==> src/include/pmt_pkg.sv <==
package pmt_pkg;
  // ----------------------------------------
  // Link register indices
  // ----------------------------------------
  localparam logic [2:0] ADDR_CTRL = 3'h0;
  localparam logic [2:0] ADDR_RMASK = 3'h1;
  localparam logic [2:0] ADDR_BMASK = 3'h2;
  localparam logic [2:0] ADDR_PROBE = 3'h3;
  localparam logic [2:0] ADDR_PAL = 3'h4;
  // ----------------------------------------
  // Control field positions
  // ----------------------------------------
  localparam int CTRL_OV0_SHOW = 0;
  localparam int CTRL_OV1_SHOW = 1;
  localparam int CTRL_OV0_BLINK = 2;
  localparam int CTRL_OV1_BLINK = 3;
  localparam int CTRL_RATE_LSB = 4;
  // ----------------------------------------
  // Probe field positions
  // ----------------------------------------
  localparam int PROBE_RED = 0;
  localparam int PROBE_GREEN = 1;
  localparam int PROBE_BLUE = 2;
  localparam int PROBE_LOW_NIB = 3;
  // ----------------------------------------
  // Blink rates in retrace intervals
  // ----------------------------------------
  localparam logic [1:0] RATE_16_48 = 2'h0;
  localparam logic [1:0] RATE_16_16 = 2'h1;
  localparam logic [1:0] RATE_32_32 = 2'h2;
  localparam logic [1:0] RATE_64_64 = 2'h3;
  localparam logic [6:0] ON_16 = 7'h10;
  localparam logic [6:0] ON_32 = 7'h20;
  localparam logic [6:0] ON_64 = 7'h40;
  localparam logic [6:0] MOD_32 = 7'h1f;
  localparam logic [6:0] MOD_64 = 7'h3f;
  localparam logic [6:0] MOD_128 = 7'h7f;
  localparam logic [1:0] TRIPLET_LAST = 2'h2;
  // ----------------------------------------
  // Device variants
  // ----------------------------------------
  typedef enum logic [1:0] {VAR_RGB8, VAR_RGB4, VAR_MONO8} pmt_variant_type;
  // ----------------------------------------
  // Controller Avalon map (byte addresses)
  // ----------------------------------------
  localparam logic [5:0] AV_DEV_BASE = 6'h00;
  localparam logic [5:0] AV_DEV_LAST = 6'h10;
  localparam logic [5:0] AV_STATUS = 6'h20;
  localparam logic [5:0] AV_HOLD = 6'h24;
  localparam int ST_DRIVEN = 0;
  localparam int ST_FREEZE = 1;
endpackage

==> src/include/pmt_link_if.sv <==
`timescale 1ns/1ps
interface pmt_link_if;
  logic sel_n;
  logic rd;
  logic wr;
  logic [2:0] addr;
  logic [7:0] wdata;
  logic [7:0] rdata;
  logic rdrv;
  logic ack;
  modport dev (
    input sel_n,
    input rd,
    input wr,
    input addr,
    input wdata,
    output rdata,
    output rdrv,
    output ack
  );
  modport host (
    output sel_n,
    output rd,
    output wr,
    output addr,
    output wdata,
    input rdata,
    input rdrv,
    input ack
  );
endinterface

==> src/pmt_dev.sv <==
// Functional notes
// - Overlay 1 zeroed when its show bit clear
// - Overlay 0 zeroed when its show bit clear
// - Read mask ANDed with pixel planes
// - Mask and probe registers unreset, host initialises
// - Blink mask bit makes plane blink
// - Plane blinks only if read mask set
// - Probe write keeps only low nibble
// - Probe bits: nibble select, blue, green, red
// - Probe read: DAC nibble high, settings low
// - Host sets one colour enable before probing
// - Host keeps pixel inputs steady during probe
// - Four-bit variant reads bit 3 as zero
// - Mono variant echoes written low nibble
// - Mono, no enables: byte per palette access
// - Mono, enable set: act only on its triplet slot
// - Host holds select low over whole triplet
// - Blink rate field chooses on/off retrace counts
// - Overlay blink toggles input with zero
`timescale 1ns/1ps
module pmt_dev #(
  parameter pmt_pkg::pmt_variant_type VARIANT = pmt_pkg::VAR_RGB8
) (
  // Clock and reset
  input wire logic clk_i,
  input wire logic srst_i,
  // Bus link
  pmt_link_if.dev link,
  // Frame timing pin
  input wire logic vretrace_i,
  // Pixel inputs
  input wire logic [7:0] pixel_index_planes_i,
  input wire logic overlay_plane1_in_i,
  input wire logic overlay_plane0_in_i,
  // Gated pixel outputs
  output logic [7:0] palette_index_o,
  output logic overlay1_o,
  output logic overlay0_o,
  // DAC input data
  input wire logic [7:0] dac_red_i,
  input wire logic [7:0] dac_green_i,
  input wire logic [7:0] dac_blue_i,
  // Palette data port
  output logic pal_wr_o,
  output logic pal_rd_o,
  output logic [7:0] pal_wdata_o
);
  // ----------------------------------------
  // Registers
  // ----------------------------------------
  logic [7:0] pixel_path_control_ff, plane_read_mask_ff, plane_blink_mask_ff;
  logic [3:0] probe_ff;
  logic busy_ff, ack_ff, rdrv_ff, pal_wr_ff, pal_rd_ff, ov1_ff, ov0_ff, vr_rise_seen_ff;
  logic [7:0] rdata_ff, pal_wdata_ff, index_ff;
  logic [1:0] slot_ff;
  logic [2:0] vr_sync_ff;
  logic [6:0] frame_cnt_ff;
  logic take, take_wr, take_rd, is_mono, triplet_mode, slot_hit;
  logic [1:0] rate;
  logic blink_on, nxt_rdrv, vr_rise;
  logic [7:0] dac_sel, nxt_rdata;
  logic [3:0] nibble, probe_low;
  assign is_mono = (VARIANT == pmt_pkg::VAR_MONO8);
  assign triplet_mode = is_mono && (probe_ff[2:0] != 3'h0);
  // ----------------------------------------
  // Request taking
  // ----------------------------------------
  assign take = !link.sel_n && (link.rd || link.wr) && !busy_ff;
  assign take_wr = take && link.wr;
  assign take_rd = take && link.rd;
  always_ff @(posedge clk_i)
  begin
    if (srst_i)
      busy_ff <= 1'b0;
    else if (take)
      busy_ff <= 1'b1;
    else if (!(link.rd || link.wr))
      busy_ff <= 1'b0;
  end
  always_ff @(posedge clk_i)
  begin
    if (srst_i)
      ack_ff <= 1'b0;
    else
      ack_ff <= take;
  end
  // ----------------------------------------
  // Register writes, no reset
  // ----------------------------------------
  always_ff @(posedge clk_i)
  begin
    if (take_wr && link.addr == pmt_pkg::ADDR_CTRL)
      pixel_path_control_ff <= link.wdata;
    else if (take_wr && link.addr == pmt_pkg::ADDR_RMASK)
      plane_read_mask_ff <= link.wdata;
    else if (take_wr && link.addr == pmt_pkg::ADDR_BMASK)
      plane_blink_mask_ff <= link.wdata;
    else if (take_wr && link.addr == pmt_pkg::ADDR_PROBE)
      probe_ff <= link.wdata[3:0];
  end
  // ----------------------------------------
  // Triplet slot tracking
  // ----------------------------------------
  assign slot_hit = probe_ff[slot_ff];
  always_ff @(posedge clk_i)
  begin
    if (srst_i || link.sel_n)
      slot_ff <= 2'h0;
    else if (take_wr && link.addr == pmt_pkg::ADDR_PROBE)
      slot_ff <= 2'h0;
    else if (take && link.addr == pmt_pkg::ADDR_PAL && triplet_mode)
      slot_ff <= (slot_ff == pmt_pkg::TRIPLET_LAST) ? 2'h0 : slot_ff + 2'h1;
  end
  // ----------------------------------------
  // Palette port strobes
  // ----------------------------------------
  always_ff @(posedge clk_i)
  begin
    if (srst_i)
    begin
      pal_wr_ff <= 1'b0;
      pal_rd_ff <= 1'b0;
      pal_wdata_ff <= 8'h00;
    end
    else
    begin
      pal_wr_ff <= take_wr && link.addr == pmt_pkg::ADDR_PAL
        && (!triplet_mode || slot_hit);
      pal_rd_ff <= take_rd && link.addr == pmt_pkg::ADDR_PAL
        && (!triplet_mode || slot_hit);
      if (take_wr && link.addr == pmt_pkg::ADDR_PAL)
        pal_wdata_ff <= link.wdata;
    end
  end
  assign pal_wr_o = pal_wr_ff;
  assign pal_rd_o = pal_rd_ff;
  assign pal_wdata_o = pal_wdata_ff;
  // ----------------------------------------
  // Probe read data
  // ----------------------------------------
  always_comb
  begin
    if (is_mono || probe_ff[pmt_pkg::PROBE_RED])
      dac_sel = dac_red_i;
    else if (probe_ff[pmt_pkg::PROBE_GREEN])
      dac_sel = dac_green_i;
    else if (probe_ff[pmt_pkg::PROBE_BLUE])
      dac_sel = dac_blue_i;
    else
      dac_sel = 8'h00;
  end

  always_comb
  begin
    if (VARIANT == pmt_pkg::VAR_RGB4)
    begin
      nibble = dac_sel[7:4];
      probe_low = {1'b0, probe_ff[2:0]};
    end
    else
    begin
      nibble = probe_ff[pmt_pkg::PROBE_LOW_NIB] ? dac_sel[3:0] : dac_sel[7:4];
      probe_low = probe_ff;
    end
  end

  always_comb
  begin
    nxt_rdata = 8'h00;
    nxt_rdrv = 1'b1;
    if (link.addr == pmt_pkg::ADDR_CTRL)
      nxt_rdata = pixel_path_control_ff;
    else if (link.addr == pmt_pkg::ADDR_RMASK)
      nxt_rdata = plane_read_mask_ff;
    else if (link.addr == pmt_pkg::ADDR_BMASK)
      nxt_rdata = plane_blink_mask_ff;
    else if (link.addr == pmt_pkg::ADDR_PROBE)
      nxt_rdata = {nibble, probe_low};
    else if (link.addr == pmt_pkg::ADDR_PAL)
    begin
      nxt_rdata = dac_sel;
      nxt_rdrv = !triplet_mode || slot_hit;
    end
  end

  always_ff @(posedge clk_i)
  begin
    if (srst_i)
    begin
      rdata_ff <= 8'h00;
      rdrv_ff <= 1'b0;
    end
    else if (take_rd)
    begin
      rdata_ff <= nxt_rdrv ? nxt_rdata : 8'h00;
      rdrv_ff <= nxt_rdrv;
    end
    else if (take_wr)
      rdrv_ff <= 1'b0;
  end
  assign link.ack = ack_ff;
  assign link.rdata = rdata_ff;
  assign link.rdrv = rdrv_ff;
  // ----------------------------------------
  // Retrace counting for blink
  // ----------------------------------------
  always_ff @(posedge clk_i)
  begin
    if (srst_i)
      vr_sync_ff <= 3'h0;
    else
      vr_sync_ff <= {vr_sync_ff[1:0], vretrace_i};
  end

  // Retrace counts once the last two stages agree high after agreeing low
  assign vr_rise = vr_sync_ff[2:1] == 2'b11 && !vr_rise_seen_ff;
  always_ff @(posedge clk_i)
  begin
    if (srst_i)
      frame_cnt_ff <= 7'h00;
    else if (vr_rise)
      frame_cnt_ff <= frame_cnt_ff + 7'h01;
  end
  always_ff @(posedge clk_i)
  begin
    if (srst_i)
      vr_rise_seen_ff <= 1'b0;
    else if (vr_sync_ff[2:1] == 2'b11)
      vr_rise_seen_ff <= 1'b1;
    else if (vr_sync_ff[2:1] == 2'b00)
      vr_rise_seen_ff <= 1'b0;
  end
  assign rate = pixel_path_control_ff[pmt_pkg::CTRL_RATE_LSB +: 2];
  always_comb
  begin
    case (rate)
      pmt_pkg::RATE_16_48: blink_on = (frame_cnt_ff & pmt_pkg::MOD_64) < pmt_pkg::ON_16;
      pmt_pkg::RATE_16_16: blink_on = (frame_cnt_ff & pmt_pkg::MOD_32) < pmt_pkg::ON_16;
      pmt_pkg::RATE_32_32: blink_on = (frame_cnt_ff & pmt_pkg::MOD_64) < pmt_pkg::ON_32;
      default: blink_on = (frame_cnt_ff & pmt_pkg::MOD_128) < pmt_pkg::ON_64;
    endcase
  end
  // ----------------------------------------
  // Pixel path gating
  // ----------------------------------------
  always_ff @(posedge clk_i)
  begin
    if (srst_i)
      index_ff <= 8'h00;
    else
      index_ff <= pixel_index_planes_i & plane_read_mask_ff
        & ~(blink_on ? 8'h00 : plane_blink_mask_ff);
  end
  always_ff @(posedge clk_i)
  begin
    if (srst_i)
    begin
      ov1_ff <= 1'b0;
      ov0_ff <= 1'b0;
    end
    else
    begin
      ov1_ff <= overlay_plane1_in_i && pixel_path_control_ff[pmt_pkg::CTRL_OV1_SHOW]
        && !(pixel_path_control_ff[pmt_pkg::CTRL_OV1_BLINK] && !blink_on);
      ov0_ff <= overlay_plane0_in_i && pixel_path_control_ff[pmt_pkg::CTRL_OV0_SHOW]
        && !(pixel_path_control_ff[pmt_pkg::CTRL_OV0_BLINK] && !blink_on);
    end
  end

  assign palette_index_o = index_ff;
  assign overlay1_o = ov1_ff;
  assign overlay0_o = ov0_ff;
endmodule

==> src/flat_wrapper.sv <==
// flat-port wrapper written by rule: the top's interface ports become plain ports
module pmt_dev_flat 
#(
  parameter pmt_pkg::pmt_variant_type VARIANT = pmt_pkg::VAR_RGB8
)
  (clk_i, srst_i, vretrace_i, pixel_index_planes_i, overlay_plane1_in_i, overlay_plane0_in_i, palette_index_o, overlay1_o, overlay0_o, dac_red_i, dac_green_i, dac_blue_i, pal_wr_o, pal_rd_o, pal_wdata_o, link_sel_n, link_rd, link_wr, link_addr, link_wdata, link_rdata, link_rdrv, link_ack);
  pmt_link_if link_i ();
  input wire logic clk_i;
  input wire logic srst_i;
  input wire logic vretrace_i;
  input wire logic [7:0] pixel_index_planes_i;
  input wire logic overlay_plane1_in_i;
  input wire logic overlay_plane0_in_i;
  output logic [7:0] palette_index_o;
  output logic overlay1_o;
  output logic overlay0_o;
  input wire logic [7:0] dac_red_i;
  input wire logic [7:0] dac_green_i;
  input wire logic [7:0] dac_blue_i;
  output logic pal_wr_o;
  output logic pal_rd_o;
  output logic [7:0] pal_wdata_o;
  input wire logic [$bits(link_i.sel_n)-1:0] link_sel_n;
  input wire logic [$bits(link_i.rd)-1:0] link_rd;
  input wire logic [$bits(link_i.wr)-1:0] link_wr;
  input wire logic [$bits(link_i.addr)-1:0] link_addr;
  input wire logic [$bits(link_i.wdata)-1:0] link_wdata;
  output wire logic [$bits(link_i.rdata)-1:0] link_rdata;
  output wire logic [$bits(link_i.rdrv)-1:0] link_rdrv;
  output wire logic [$bits(link_i.ack)-1:0] link_ack;
  assign link_i.sel_n = link_sel_n;
  assign link_i.rd = link_rd;
  assign link_i.wr = link_wr;
  assign link_i.addr = link_addr;
  assign link_i.wdata = link_wdata;
  assign link_rdata = link_i.rdata;
  assign link_rdrv = link_i.rdrv;
  assign link_ack = link_i.ack;
  pmt_dev #(.VARIANT(VARIANT)) u_core (.clk_i(clk_i), .srst_i(srst_i), .link(link_i), .vretrace_i(vretrace_i), .pixel_index_planes_i(pixel_index_planes_i), .overlay_plane1_in_i(overlay_plane1_in_i), .overlay_plane0_in_i(overlay_plane0_in_i), .palette_index_o(palette_index_o), .overlay1_o(overlay1_o), .overlay0_o(overlay0_o), .dac_red_i(dac_red_i), .dac_green_i(dac_green_i), .dac_blue_i(dac_blue_i), .pal_wr_o(pal_wr_o), .pal_rd_o(pal_rd_o), .pal_wdata_o(pal_wdata_o));
endmodule
==> config.mk <==
export PLATFORM = sky130hd
export DESIGN_NAME = pmt_dev_flat
export DESIGN_NICKNAME = d
export VERILOG_FILES = /design/src/include/pmt_pkg.sv /design/src/include/pmt_link_if.sv /design/src/pmt_dev.sv /design/src/flat_wrapper.sv
export SDC_FILE = /design/constraint.sdc
export NUM_CORES = 1
export LEC_CHECK = 0
export ABC_AREA = 1
export BUFFER_PORTS_ARGS = -buffer_cell sky130_fd_sc_hd__buf_4
export CAP_MARGIN = 20
export CORE_MARGIN = 1.5
export CORE_UTILIZATION = 48
export CTS_BUF_LIST = sky130_fd_sc_hd__clkbuf_8
export DETAILED_ROUTE_END_ITERATION = 10
export GPL_TIMING_DRIVEN = 0
export PLACE_DENSITY = 0.82
export SKIP_CTS_REPAIR_TIMING = 1
export SLEW_MARGIN = 20
export SYNTH_ARGS = -nofsm -noshare
export SYNTH_HDL_FRONTEND = slang
export SYNTH_SLANG_ARGS = --single-unit
==> constraint.sdc <==
create_clock -name clk_i -period 1.4 [get_ports clk_i]
set_input_delay 0.14 -clock clk_i [delete_from_list [all_inputs] [get_ports clk_i]]
set_output_delay 0.14 -clock clk_i [all_outputs]
set_load 0.01 [all_outputs]
==> results.yml, run 1 <==
run_status:
  status: "complete, but fails checks"
  violations: "hold timing"
sta:
  post-route-min-period_ns: 1.34
  maxSlewHeadroom_pct: 65.5
  setup_viol: 0
  tightestPinTransition_ns: 0.517
  rsz0062_at_grt: "yes"
  slew_violations: 0
  skew_ns: 0.00585
  hold_viol: 3
  fin_hold_ws_ns: -0.0150
  fin_crit_sh_pct: 95.7
  fmax_mhz: 747
  timing.final.ws_setup_ns: 0.0608
route:
  routed_via_density: 5.29
  dr.pass1.iters: 5
  wl_per_cell_microns: 14.8
  drt_wl_total_microns: 7180
  drt_iter0_markers: 130
  vias: 2562
  ant_nets: 0
  route.detailed.drc: 0
clocking:
  cts_tree: "done"
  clk_latency_ns: 0.34
  clockBufferDepth: 2
  cts.clk_slew.worst_paths_ns: 0.07
  cts_buffers: 9
  clock-sinks: 70
  cts_root_buffer: "clkbuf_8"
  cts_max_level: 3
worst_setup_path:
  cp-start-kind: "flip-flop"
  arrival_ns: 1.34
  end_kind: "flip-flop"
  crit_required_ns: 1.40
  crit_type: "flip-flop to flip-flop"
  path_max_fanout: 8
logic_synthesis:
  synth.area.top_cells: "dfxtp_1, edfxtp_1, nor2_1"
  avgSynthCellArea_sq_um: 9.17
  yosys-top-cells-count: "nor2_1, nand2_1, dfxtp_1"
  synth_most_common_cell: "nor2_1"
  yosys_warnings: 0
  ys_seq_elements: 70
  yosys.area.top_type: "dfxtp_1"
  synthesis.nets: 362
  ys.flop_type: "dfxtp_1"
  netlist.area_leader.share_pct: 29.7
  ys_types: 32
  async_flop_share_pct: 0
  syn_inst: 309
  synth_edf_count: 28
  netlist_area_sq_mm: 0.00283
  seq_area_frac_synth_pct: 59.4
grt:
  grt_overflow: 0
  grt_max_degree: 12
  grt_pass1_wl_microns: 10600
  grt_pass1_vias: 2308
  antenna_found_initial: 0
  grtUsageTotal_pct: 22.3
place:
  pre_cts_slack_ns: -0.264
  dp.cells: 460
  port_buffers: 79
  gp_congestion: 0.880
  hpwlAfterDp_microns: 5210
pwr:
  leakagePower_nw: 1.65
  peakVddDrop_mv: 0.955
  powerDensity_mw_per_mm2: 1060
  power_mw: 4.10
flow_run:
  cap_violations: 0
die:
  ioPinCount: 81
  row_count: 27
  die_y_microns: 79.8
  coreArea_sq_mm: 0.00561
  dieArea_sq_mm: 0.00637
  die-width_microns: 79.8
  initial_core_util_pct: 50.5
final_layout:
  stdcell_count: 484
  fin_nets: 461
  synthToLayoutAreaGrowth_pct: 37.1
  drive_gt1_share_pct: 33.3
  fin_util_pct: 69.3
  antennaDiodeCount: 0
min_path:
  hold_path_class: "primary input to flip-flop"
per-stage QoR:
step | instance area [sq um] | TNS [ns]
floorplan | 2830 | 0
global placement | 3520 | -5.01
detailed placement | 3520 | -6.74
finish | 3880 | 0
global route | 3880 | -0.211
CTS | 3700 | -7.58
sequential cells by signal, summed over array words and instances, names as in the netlist:
register	cells
u_core.busy_ff	1
u_core.frame_cnt_ff	7
u_core.link.ack	1
u_core.link.rdata	8
u_core.link.rdrv	1
u_core.overlay0_o	1
u_core.overlay1_o	1
u_core.pal_rd_o	1
u_core.pal_wdata_o	8
u_core.pal_wr_o	1
u_core.palette_index_o	8
u_core.pixel_path_control_ff	8
u_core.plane_blink_mask_ff	8
u_core.plane_read_mask_ff	8
u_core.probe_ff	4
u_core.vr_rise_seen_ff	1
u_core.vr_sync_ff	3
placed cells by master, fill, tap and decap left out, types with 2 or more instances in the layout:
master and count:
nand2_4 2, nor2_1 47, nor2_4 8, buf_4 87
nand3_2 2, a31oi_1 2, dfxtp_2 2, nor2_2 3
edfxtp_1 28, nand2_2 3, dlygate4sd3_1 2, clkinvlp_4 2
inv_1 19, ha_1 2, or2_0 3, nand3_1 18
inv_2 5, o211ai_1 6, buf_6 3, a21oi_2 4
clkbuf_1 3, a21oi_1 30, clkbuf_8 9, nand2_1 44
dfxtp_1 40, o21ai_0 17, nor3_1 4, a221oi_1 2
final timing paths:
path | startpoint | to | slack [ns] | depth (start not counted)
hold / removal | srst_i | u_core.busy_ff$_SDFFE_PP0P_ | -0.02 | 2
hold reg to reg | u_core.vr_sync_ff[0]$_SDFF_PP0_ | u_core.vr_sync_ff[1]$_SDFF_PP0_ | 0.40 | 2
setup reg to reg | u_core.busy_ff$_SDFFE_PP0P_ | u_core.pixel_path_control_ff[3]$_DFFE_PP_ | 0.06 | 3
setup / recovery | u_core.busy_ff$_SDFFE_PP0P_ | u_core.pixel_path_control_ff[3]$_DFFE_PP_ | 0.06 | 3
per-layer routing:
metal	global-route usage, %	routed length (microns)	share of wire [%]
met2	38.7	3550	49
met5	0	0	0
met1	26.7	2940	41
met4	10.7	121	1.7
met3	3.66	572	8.0
worst max-delay path: stages, from the launching register on:
cell and delay, ns:
dfxtp_2 0.35, nor2_4 0.14, nand2_4 0.13, nor2_2 0.36
logic make-up (layout without fill, tap and decap cells):
group	after synthesis	in the layout	share of synthesized area [%]
DFF	70	70	59.4
and+or+nand+nor	141	141	21.9
xor gates and xnor gates	1	1	0.309
AOI/OAI and AO/OA	65	65	13.0
adders and majority gates	2	2	0.883
buffers and inverters	30	133	4.59
area by class of cell:
| class | instances | area [sq um] |
|---|---|---|
| plain buffers | 7 | 52.6 |
| clock buffers | 9 | 124 |
| clock inverters | 6 | 56.3 |
| fillers | 453 | 1720 |
| inverters | 23 | 91.3 |
| multi-input cells | 209 | 1120 |
| flip-flops and latches | 70 | 1680 |
| well taps | 72 | 90.1 |
| repair buffers | 88 | 666 |
report_power, final:
group / internal, mW / switching, mW
sequential: 2.16 / 0.0218
combinational: 0.198 / 0.205
clock: 0.793 / 0.720
Power figures use the tool's default switching activity.
==> inputs of run 2 (changes only) <==
--- a/config.mk
+++ b/config.mk
@@ -9,11 +9,11 @@
 export BUFFER_PORTS_ARGS = -buffer_cell sky130_fd_sc_hd__buf_4
 export CAP_MARGIN = 20
 export CORE_MARGIN = 1.5
-export CORE_UTILIZATION = 48
+export CORE_UTILIZATION = 45
 export CTS_BUF_LIST = sky130_fd_sc_hd__clkbuf_8
 export DETAILED_ROUTE_END_ITERATION = 10
 export GPL_TIMING_DRIVEN = 0
-export PLACE_DENSITY = 0.82
+export PLACE_DENSITY = 0.75
 export SKIP_CTS_REPAIR_TIMING = 1
 export SLEW_MARGIN = 20
 export SYNTH_ARGS = -nofsm -noshare
==> constraint.sdc (replaced) <==
create_clock -name clk_i -period 1.3 [get_ports clk_i]
set_input_delay 0.13 -clock clk_i [delete_from_list [all_inputs] [get_ports clk_i]]
set_output_delay 0.13 -clock clk_i [all_outputs]
set_load 0.01 [all_outputs]
==> run 2 against run 1 <==
Against the previous run: the flow finishes with violations (setup timing); flip-flop and latch count unchanged; first-iteration DRC count up 12%; non-clock buffer count grew 5; die area rose by 6.4%; critical path type unchanged; worst hold slack better by 0.019 ns; register-to-register slack got worse by 0.13 ns.
==> results.yml, run 2 (synthesis results as in run 1) <==
run_status:
  status: "complete, but fails checks"
  violations: "setup timing"
grt:
  grt_pass1_vias: 2302
  grt_overflow: 0
  grt_pass1_wl_microns: 10700
  grtUsageTotal_pct: 21.8
  grt_max_degree: 13
  antenna_found_initial: 0
sta:
  post-route-min-period_ns: 1.37
  rsz0062_at_grt: "yes"
  timing.final.ws_setup_ns: -0.0715
  skew_ns: 0.0108
  fin_crit_sh_pct: 106
  setup_viol: 8
  fmax_mhz: 729
  tightestPinTransition_ns: 0.535
  hold_viol: 0
  fin_setup_tns_ns: -0.314
  fin_hold_ws_ns: 0.00434
  maxSlewHeadroom_pct: 64.4
  slew_violations: 0
die:
  ioPinCount: 81
  dieArea_sq_mm: 0.00678
  die_y_microns: 82.3
  initial_core_util_pct: 47.3
  coreArea_sq_mm: 0.00599
  row_count: 28
  die-width_microns: 82.3
worst_setup_path:
  end_kind: "flip-flop"
  crit_path_start: "u_core.probe_ff[1]$_DFFE_PP_"
  rr_worst_depth: 9
  crit_type: "flip-flop to flip-flop"
  arrival_ns: 1.62
  cp-start-kind: "flip-flop"
  reg2reg_to: "u_core.link.rdata[4]$_SDFFE_PP0P_"
  crit_required_ns: 1.55
  reg2reg_from: "u_core.probe_ff[1]$_DFFE_PP_"
  cp-endpoint: "u_core.link.rdata[4]$_SDFFE_PP0P_"
  path_max_fanout: 5
  r2r_setup_slack_ns: -0.07
pwr:
  powerDensity_mw_per_mm2: 1130
  leakagePower_nw: 1.69
  peakVddDrop_mv: 0.832
clocking:
  cts_buffers: 9
  clock-sinks: 70
  cts_tree: "done"
  clk_latency_ns: 0.34
  cts_root_buffer: "clkbuf_8"
  clockBufferDepth: 2
  cts_max_level: 3
  cts.clk_slew.worst_paths_ns: 0.07
route:
  dr.pass1.iters: 4
  ant_nets: 0
  wl_per_cell_microns: 14.5
  routed_via_density: 5.13
  drt_iter0_markers: 145
  drt_wl_total_microns: 7150
  vias: 2529
  route.detailed.drc: 0
min_path:
  hold_path_class: "primary input to flip-flop"
final_layout:
  antennaDiodeCount: 0
  final_common_cell: "buf_4"
  synthToLayoutAreaGrowth_pct: 41.5
  drive_gt1_share_pct: 35.2
  fill_cells: 502
  fin_nets: 466
  fin_util_pct: 66.9
  layout_common_cells: "buf_4, nor2_1, nand2_1"
place:
  hpwlAfterDp_microns: 5180
  gp_congestion: 0.915
  port_buffers: 79
flow_run:
  cap_violations: 0
run 2: worst max-delay path: stages, from the launching register on:
cell and delay [ns]:
edfxtp_1 0.48, buf_6 0.18, a21oi_1 0.15, nand2_2 0.08, nand3_2 0.07, nand3_2 0.08, nand2_1 0.07, nand4_1 0.07
nand2_1 0.07, inv_1 0.03
run 2: final cells by class:
type,count,area (sq um),share of cell area [%]
sequential,70,1680,42.0
multi-input combinational,209,1160,29.0
timing repair buffer,93,726,18.1
clock buffer,10,138,3.43
tap,75,93.8,2.34
inverter,23,91.3,2.28
clock inverter,6,60.1,1.50
buffer,7,52.6,1.31
run 2: metrics by stage:
step / area [sq um] / cells / setup slack, ns / total power [mW]
floorplan: 2840 / 309 / -0.0355 / 2.56
global route: 4010 / 493 / -0.145 / 4.69
global placement: 3520 / 463 / -0.357 / 2.79
CTS: 3720 / 479 / -0.391 / 4.50
finish: 4010 / 493 / -0.0715 / 4.52
detailed placement: 3520 / 463 / -0.393 / 2.80
run 2: routing by layer:
metal	GRT usage, %	vias to the layer above	share of wire [%]
met5	0	-	0
met4	11.2	0	3.0
met3	6.15	18	7.7
met2	34.6	88	47
met1	26.9	1164	43
li1	-	1259	-
run 2: worst min-delay path by stage:
stage	from	slack, ns	endpoint	depth (start not counted)
2_1_floorplan	link_sel_n	0.21	u_core.link.ack$_SDFF_PP0_	1
3_3_place_gp	link_sel_n	0.32	u_core.link.ack$_SDFF_PP0_	2
3_5_place_dp	link_sel_n	0.32	u_core.link.ack$_SDFF_PP0_	2
4_1_cts	link_sel_n	-0.05	u_core.link.ack$_SDFF_PP0_	2
5_1_grt	vretrace_i	-0.0008	u_core.vr_sync_ff[0]$_SDFF_PP0_	3
6_report	vretrace_i	0.004	u_core.vr_sync_ff[0]$_SDFF_PP0_	3
run 2: report_power, final:
part	switching, mW	internal, mW
registers	0.0241	2.33
logic	0.225	0.222
clock network	0.788	0.931
total	1.04	3.48
